<file path="src/hw/sis_pkg.sv">
package sis_pkg;
  // Register port geometry
  localparam int          ADDR_W       = 16;
  localparam int          DATA_W       = 8;
  localparam logic [15:0] A_SEC_STAT1  = 16'h1106;
  localparam logic [15:0] A_SEC_STAT0  = 16'h1107;
  localparam logic [15:0] A_IRQ_STAT   = 16'h110B;
  localparam logic [15:0] A_IRQ_EN2    = 16'h110D;
  localparam logic [15:0] A_IRQ_EN1    = 16'h110E;
  localparam logic [7:0]  RST_BYTE     = 8'h00;
  // Section status byte 0 and interrupt status fields
  localparam int          B_LOS        = 0;
  localparam int          B_SEF        = 1;
  localparam int          B_LOF        = 2;
  // Section status byte 1 field
  localparam int          B_MS_AIS     = 0;
  // Enable byte 2 fields and writable mask
  localparam int          B_EN_RDI     = 0;
  localparam int          B_EN_AIS     = 1;
  localparam logic [7:0]  EN2_MASK     = 8'h03;
  // Enable byte 1 fields
  localparam int          B_EN_KNEW    = 0;
  localparam int          B_EN_KUNST   = 1;
  localparam int          B_EN_CAP     = 2;
  localparam int          B_EN_TIM     = 3;
  localparam int          B_EN_TRNEW   = 4;
  localparam int          B_EN_TRUNST  = 5;
  localparam int          B_EN_S1UNST  = 6;
  localparam int          B_EN_S1NEW   = 7;
  // Persistence counts, in frames or messages
  localparam int          CNT_W        = 4;
  localparam logic [3:0]  S1_PERSIST   = 4'h8;
  localparam logic [3:0]  PERSIST_SHRT = 4'h3;
  localparam logic [3:0]  PERSIST_LONG = 4'h5;
  localparam logic [3:0]  CNT_ONE      = 4'h1;
endpackage

</file>
<file path="src/hw/sis_section_irq.sv">
`timescale 1ns/10ps
// Operation
// - LOF declare or clear sets status bit 2
// - SEF declare or clear sets status bit 1
// - LOS declare or clear sets status bit 0
// - Reading status register clears its bits
// - Status one means change since last read
// - Live LOS SEF LOF in status byte 0
// - Enable byte2 bit1 gates MS-AIS change interrupt
// - Enable byte2 bit0 gates MS-RDI; upper bits zero
// - Live MS-AIS readable in status byte 1 bit0
// - Enables read/write, one enables, reset zero
// - New S1 accepted after eight equal frames
// - Enable bit7 raises interrupt on new S1
// - Enable bit6 gates S1 unstable change
// - Enable bit5 gates trace unstable change
// - Enable bit4 gates new trace message
// - Bits 3..0 gate TIM, capture, K events
// - Trace accepted after three or five repeats
// - Capture done fires on last stored byte
// - K1K2 accepted after three or five frames
module sis_section_irq #(
  parameter int TR_W = 16
) (
  input  wire logic                       mclk,
  input  wire logic                       rstn,
  input  wire logic [sis_pkg::ADDR_W-1:0] addr,
  input  wire logic                       wr_stb,
  input  wire logic                       rd_stb,
  input  wire logic [sis_pkg::DATA_W-1:0] wdata,
  output logic      [sis_pkg::DATA_W-1:0] rdata,
  input  wire logic                       los_dfct,
  input  wire logic                       sef_dfct,
  input  wire logic                       lof_dfct,
  input  wire logic                       ms_ais_dfct,
  input  wire logic                       ms_rdi_dfct,
  input  wire logic                       s1_unst_dfct,
  input  wire logic                       tr_unst_dfct,
  input  wire logic                       ms_tim_dfct,
  input  wire logic                       k_unst_dfct,
  input  wire logic                       frame_stb,
  input  wire logic [7:0]                 s1_byte,
  input  wire logic [15:0]                k1k2_word,
  input  wire logic                       tr_msg_stb,
  input  wire logic [TR_W-1:0]            tr_msg_sig,
  input  wire logic                       overhead_capture_complete,
  input  wire logic                       persist_long,
  output logic                            irq,
  output logic      [7:0]                 s1_value,
  output logic      [15:0]                k1k2_value,
  output logic      [TR_W-1:0]            tr_value
);
  import sis_pkg::*;

  ////////////////////////////////////////////////////////////////////////
  // Declarations
  logic [7:0]       en1;
  logic [7:0]       en2;
  logic [2:0]       irq_stat;
  logic [8:0]       dfct_prev;
  logic [7:0]       s1_cand;
  logic [CNT_W-1:0] s1_cnt;
  logic [15:0]      k_cand;
  logic [CNT_W-1:0] k_cnt;
  logic [TR_W-1:0]  tr_cand;
  logic [CNT_W-1:0] tr_cnt;
  wire  [8:0]       dfct_now;
  wire  [8:0]       dfct_ch;
  wire              rd_stat;
  wire              wr_en1;
  wire              wr_en2;
  wire  [3:0]       rep_lim;
  wire              s1_match;
  wire              s1_new;
  wire              k_match;
  wire              k_new;
  wire              tr_match;
  wire              tr_new;
  wire  [7:0]       ev1;
  wire  [1:0]       ev2;
  wire              next_irq;
  wire  [7:0]       next_rdata;
  wire  [2:0]       next_stat;

  ////////////////////////////////////////////////////////////////////////
  // Register decode
  assign rd_stat = rd_stb && (addr == A_IRQ_STAT);
  assign wr_en1  = wr_stb && (addr == A_IRQ_EN1);
  assign wr_en2  = wr_stb && (addr == A_IRQ_EN2);

  // Change detection on every defect level: {K,TIM,TR,S1,RDI,AIS,LOF,SEF,LOS}
  assign dfct_now = {k_unst_dfct, ms_tim_dfct, tr_unst_dfct, s1_unst_dfct,
                     ms_rdi_dfct, ms_ais_dfct, lof_dfct, sef_dfct, los_dfct};
  assign dfct_ch  = dfct_now ^ dfct_prev;

  // Sticky change status; set wins over clear-on-read
  assign next_stat = (rd_stat ? 3'h0 : irq_stat) | dfct_ch[2:0];

  always_ff @(posedge mclk or negedge rstn) begin
    if (!rstn) begin
      dfct_prev <= 9'h000;
      irq_stat  <= 3'h0;
    end else begin
      dfct_prev <= dfct_now;
      irq_stat  <= next_stat;
    end
  end

  ////////////////////////////////////////////////////////////////////////
  // Enable registers, reset to zero
  always_ff @(posedge mclk or negedge rstn) begin
    if (!rstn) begin
      en1 <= RST_BYTE;
      en2 <= RST_BYTE;
    end else begin
      if (wr_en1) begin
        en1 <= wdata;
      end
      if (wr_en2) begin
        en2 <= wdata & EN2_MASK;
      end
    end
  end

  ////////////////////////////////////////////////////////////////////////
  // S1 persistence: same value in eight consecutive frames
  assign s1_match = (s1_byte == s1_cand);
  assign s1_new   = frame_stb && s1_match && (s1_cnt == S1_PERSIST - CNT_ONE)
                    && (s1_byte != s1_value);

  always_ff @(posedge mclk or negedge rstn) begin
    if (!rstn) begin
      s1_cand  <= RST_BYTE;
      s1_cnt   <= '0;
      s1_value <= RST_BYTE;
    end else if (frame_stb) begin
      s1_cand <= s1_byte;
      if (!s1_match) begin
        s1_cnt <= CNT_ONE;
      end else if (s1_cnt < S1_PERSIST) begin
        s1_cnt <= s1_cnt + CNT_ONE;
      end
      if (s1_new) begin
        s1_value <= s1_byte;
      end
    end
  end

  ////////////////////////////////////////////////////////////////////////
  // K1/K2 and trace persistence: three or five repeats
  assign rep_lim  = persist_long ? PERSIST_LONG : PERSIST_SHRT;
  assign k_match  = (k1k2_word == k_cand);
  assign k_new    = frame_stb && k_match && (k_cnt == rep_lim - CNT_ONE)
                    && (k1k2_word != k1k2_value);
  assign tr_match = (tr_msg_sig == tr_cand);
  assign tr_new   = tr_msg_stb && tr_match && (tr_cnt == rep_lim - CNT_ONE)
                    && (tr_msg_sig != tr_value);

  always_ff @(posedge mclk or negedge rstn) begin
    if (!rstn) begin
      k_cand     <= 16'h0000;
      k_cnt      <= '0;
      k1k2_value <= 16'h0000;
    end else if (frame_stb) begin
      k_cand <= k1k2_word;
      if (!k_match) begin
        k_cnt <= CNT_ONE;
      end else if (k_cnt < PERSIST_LONG) begin
        k_cnt <= k_cnt + CNT_ONE;
      end
      if (k_new) begin
        k1k2_value <= k1k2_word;
      end
    end
  end

  always_ff @(posedge mclk or negedge rstn) begin
    if (!rstn) begin
      tr_cand  <= '0;
      tr_cnt   <= '0;
      tr_value <= '0;
    end else if (tr_msg_stb) begin
      tr_cand <= tr_msg_sig;
      if (!tr_match) begin
        tr_cnt <= CNT_ONE;
      end else if (tr_cnt < PERSIST_LONG) begin
        tr_cnt <= tr_cnt + CNT_ONE;
      end
      if (tr_new) begin
        tr_value <= tr_msg_sig;
      end
    end
  end

  ////////////////////////////////////////////////////////////////////////
  // Interrupt sources gated by enables, one-cycle registered pulse
  assign ev1 = {s1_new, dfct_ch[5], dfct_ch[6], tr_new, dfct_ch[7],
                overhead_capture_complete, dfct_ch[8], k_new};
  assign ev2 = {dfct_ch[3], dfct_ch[4]};
  assign next_irq = (|(ev1 & en1)) | (|(ev2 & en2[1:0]));

  always_ff @(posedge mclk or negedge rstn) begin
    if (!rstn) begin
      irq <= 1'b0;
    end else begin
      irq <= next_irq;
    end
  end

  ////////////////////////////////////////////////////////////////////////
  // Read data, registered; unmapped addresses read zero
  assign next_rdata =
    (addr == A_IRQ_STAT)  ? {5'h00, irq_stat} :
    (addr == A_SEC_STAT0) ? {5'h00, lof_dfct, sef_dfct, los_dfct} :
    (addr == A_SEC_STAT1) ? {7'h00, ms_ais_dfct} :
    (addr == A_IRQ_EN1)   ? en1 :
    (addr == A_IRQ_EN2)   ? en2 : RST_BYTE;

  always_ff @(posedge mclk or negedge rstn) begin
    if (!rstn) begin
      rdata <= RST_BYTE;
    end else if (rd_stb) begin
      rdata <= next_rdata;
    end
  end
endmodule

</file>
<file path="config.mk">
export PLATFORM = sky130hd
export DESIGN_NAME = sis_section_irq
export DESIGN_NICKNAME = d
export VERILOG_FILES = /design/src/hw/sis_pkg.sv /design/src/hw/sis_section_irq.sv
export SDC_FILE = /design/constraint.sdc
export NUM_CORES = 1
export LEC_CHECK = 0
export BUFFER_PORTS_ARGS = -buffer_cell sky130_fd_sc_hd__buf_4
export CORE_MARGIN = 4
export CORE_UTILIZATION = 40
export CTS_CLUSTER_SIZE = 14
export DETAILED_ROUTE_END_ITERATION = 8
export GPL_TIMING_DRIVEN = 0
export PLACE_DENSITY = 0.7
export SYNTH_ARGS = -nofsm -noshare
export SYNTH_HDL_FRONTEND = slang
export SYNTH_SLANG_ARGS = --single-unit
export TNS_END_PERCENT = 10
</file>
<file path="constraint.sdc">
create_clock -name mclk -period 2.25 [get_ports mclk]
set_input_delay 0.1125 -clock mclk [delete_from_list [all_inputs] [get_ports mclk]]
set_output_delay 0.1125 -clock mclk [all_outputs]
set_load 0.05 [all_outputs]
</file>
==> summary.md <==
| Metric | Value |
|---|---|
| Clock Tree Buf Depth | `2` |
| Sw frac | `22.2%` |
| Hold path startpoint | `rd_stb` |
| Final period demand of the worst path | `2.12 ns` |
| Post-DR wirelength/cell | `15.9 µm` |
| Setup crit start kind | `flop` |
| Routability congestion estimate from global placement | `0.807` |
| Slew @ Worst Pin | `0.665 ns` |
| DR vias | `4,335` |
| Vias in the first global route | `4,596` |
| Cell Area, Placed | `7160 µm²` |
| Comb pwr share | `10.4%` |
| Worst Hold Depth | `3` |
| Die W | `130 µm` |
| Post-route clock period utilization | `94.2%` |
| Crit path DAT | `2.41 ns` |
| Synth Register Bits | `123` |
| Crit end category | `flop` |
| Gr usage total | `16.9%` |
| Starting DRT DRC Count | `164` |
| Mean number of vias per cell | `5.05` |
| Largest net degree at the start of global routing | `71` |
| Worst path bufs/invs | `1` |
| Grt met2 use | `28.9%` |
| Antenna violations before repair | `0` |
| Root cell of the clock tree | `clkbuf_16` |
| Switching power | `1230 µW` |
| Mean post-synth cell area | `13.0 µm²` |
| Clk pwr share | `47.1%` |
| Final TNS setup | `0 ns` |
| Number of remaining DRC errors | `0` |
| Slew HR | `55.3%` |
| Slowest-stage cell, CP | `dfrtp_1` |
| IO buf count | `126` |
| Proportion of layout cells with a drive suffix above 1 | `39.3%` |
| Crit path max fanout | `10` |
| Reg-to-Reg Start | `k_cand[11]` |
| Met1 Track Usage GR | `20.8%` |
| Routed Antenna Nets | `0` |
| CTS clk-pin slew, worst paths | `0.05 ns` |
| GR peak layer | `met2` |
| Initial Util | `40.9%` |
| Clk sink count | `123` |
| Die ar. | `16,900 µm²` |
| Crit path required time | `2.54 ns` |
| Top FF cell, synth | `dfrtp_1` |
| Part of the Yosys area used for sequential elements | `51.7%` |
| CTS tree | `yes` |
| CTS buffer count | `17` |
| Seq pwr share | `42.5%` |
| Post-synthesis cell type count | `48` |
| CP Class | `flop to flop` |
| RSZ-0062 raised after global routing | `no` |
| Design Area, Final | `8380 µm²` |
| Area growth syn-to-layout | `40.8%` |
| Rows | `44` |
| Max-Cap Viols | `0` |
| Syn_nets | `542` |
| Cell family with most CP delay | `simple AND/OR/NAND/NOR gates` |
| Met3 Usage GRT | `4.18%` |
| Worst hold endpoint | `rdata[0]` |
| Nets | `748` |
| Post-DP HPWL | `9800 µm` |
| Flop2flop setup slack | `0.13 ns` |
| DR pass1 iterations | `4` |
| Cells after Synth | `456` |
| Ys async rst share | `100%` |
| Max IR drop VDD | `0.000422 V` |
| Status | `finished clean` |
| Worst path max stage delay | `0.38 ns` |
| Internal power | `4300 µW` |
| PD cells | `659 nW/µm²` |
| Max Clock Skew | `0.0106 ns` |
| CP cell instances | `xor2_1 > nor4_2 > and4_2 > nand4b_4 > buf_6 > mux2_1` |
| Fillers | `1,168` |
| FF-to-FF End | `k1k2_value[5]` |
| IO Pins | `130` |
| Hold_ws | `0.0527 ns` |
| Post-synth EDFFs | `0` |
| Final Setup Violations | `0` |
| Leak | `0.00385 µW` |
| WL final | `13,600 µm` |
| FMAX | `0.472 GHz` |
| Die H | `130 µm` |
| Synthesized area | `5950 µm²` |
| First-pass GRT wire length | `22,400 µm` |
| Hold/Removal Path Class | `primary input to flop` |
| N_diodes | `0` |
| Grt total ovfl | `0` |
| Reg2reg path depth | `6` |
| Fin util | `57.7%` |
| Synth Warn # | `0` |
| Max Slew Vio Count | `0` |
| CTS H-tree lvls | `4` |
| Final hold vios | `0` |
| Core Box Area | `14,500 µm²` |
| Worst-Skew Late Latency | `0.41 ns` |
==> cells in the final DEF, fill, tap and decap left out, types with 3 or more instances in the layout <==
master           n
o21ai_0          7
nor4_2           6
clkinv_2         3
mux2_2          81
inv_1           12
mux2i_1          4
clkbuf_1         8
nor4_1           9
ha_1             5
nor3b_1          3
a22o_1           9
xnor2_1         32
clkbuf_16       17
dfrtp_1        123
nand4_1         11
buf_4          126
nor2b_1          3
nand2_1         10
dlygate4sd3_1   58
xor2_1          57
clkbuf_8         6
and3_1           3
a31oi_1          4
nor3_1           5
nor4b_1          5
a22oi_1          3
mux2_4           9
a21o_1           4
a21oi_1         14
==> area by class of cell <==
type / count / area, µm² / share of cell area, %
Timing Repair Buffer: 187 / 1590 / 18.9
Multi-Input combinational cell: 310 / 2800 / 33.4
Sequential cell: 123 / 3080 / 36.7
Buffer: 11 / 66.3 / 0.791
Inverter: 12 / 45.0 / 0.537
Clock buffer: 25 / 515 / 6.15
Tap cell: 184 / 230 / 2.75
Clock inverter: 6 / 60.1 / 0.717
==> cell usage after synthesis (4+ instances only) <==
cell type,number,area [µm²]
clkbuf_1,6,22.5
dfrtp_1,123,3080
o21ai_0,7,35.0
nand4_1,11,68.8
inv_1,12,45.0
ha_1,5,62.6
mux2_4,9,135
xor2_1,57,499
a21oi_1,14,70.1
a21o_1,4,30.0
a22o_1,9,78.8
nor4b_1,5,43.8
xnor2_1,32,280
nor4_1,15,93.8
nor3_1,5,25.0
mux2_2,81,912
a31oi_1,4,25.0
nand2_1,10,37.5
mux2i_1,4,40.0
==> power groups by stage <==
| stage | Sequential [µW] | Clock (µW) | Combinational, µW |
|---|---|---|---|
| after global placement | 2380 | 0 | 463 |
| final | 2350 | 2600 | 576 |
| after global routing | 2360 | 2780 | 636 |
| after CTS | 2350 | 2670 | 571 |
| after floorplan | 2370 | 0 | 235 |
| after detailed placement | 2380 | 0 | 485 |
==> metal layers <==
layer,vias up,wire [µm]
met4,0,160
met5,-,0
met1,2161,5890
met3,16,579
li1,2060,-
met2,98,6990
==> how the worst max path moves through the flow <==
stage                                end  slack, ns          start  cells past startpoint
final                      k1k2_value[5]       0.13     k_cand[11]                      6
after global routing         s1_value[0]      0.006     s1_cand[7]                      6
after CTS                 k1k2_value[10]       0.03  k1k2_value[5]                      6
after detailed placement     tr_value[9]      -0.13    tr_cand[15]                      6
after global placement       tr_value[9]      -0.13    tr_cand[15]                      6
after floorplan                      irq       0.16   tr_value[11]                      6
==> tightest hold or removal path: stages <==
cell	delay, ns
buf_4	0.12
nand2_1	0.11
o2bb2ai_1	0.08
==> registers in the layout, indices dropped and copies added (netlist names) <==
signal / cells
tr_cand: 16
s1_value: 8
k_cand: 16
irq_stat: 3
s1_cand: 8
dfct_prev: 9
k1k2_value: 16
irq: 1
tr_value: 16
tr_cnt: 4
en2: 2
rdata: 8
k_cnt: 4
en1: 8
s1_cnt: 4
==> timing repair <==
item                                    in CTS  in global routing
gates resized for setup                      1                  6
endpoints found under the setup margin      11                 35
buffers inserted                             1                  1
pin swaps                                    1                  1
hold endpoints to repair                   152                  0
hold buffers                                58                  0
==> cell families after synthesis <==
family	Yosys count	share of synthesized area, %
xor gates and xnor gates	89	13.1
buffers and inverters	23	1.87
adders and majority gates	5	1.05
AOI/OAI and AO/OA	50	5.74
DFF	123	51.7
muxes	95	18.5
and+or+nand+nor	71	8.05
==> per-stage QoR <==
step                      cells  total power [µW]  setup slack (ns)
after detailed placement    767              2870            -0.125
after floorplan             456              2610             0.165
final                       858              5520             0.132
after CTS                   857              5590            0.0322
after global routing        858              5770           0.00600
after global placement      766              2840            -0.134
Note: power is estimated with default switching activity, not from simulation.
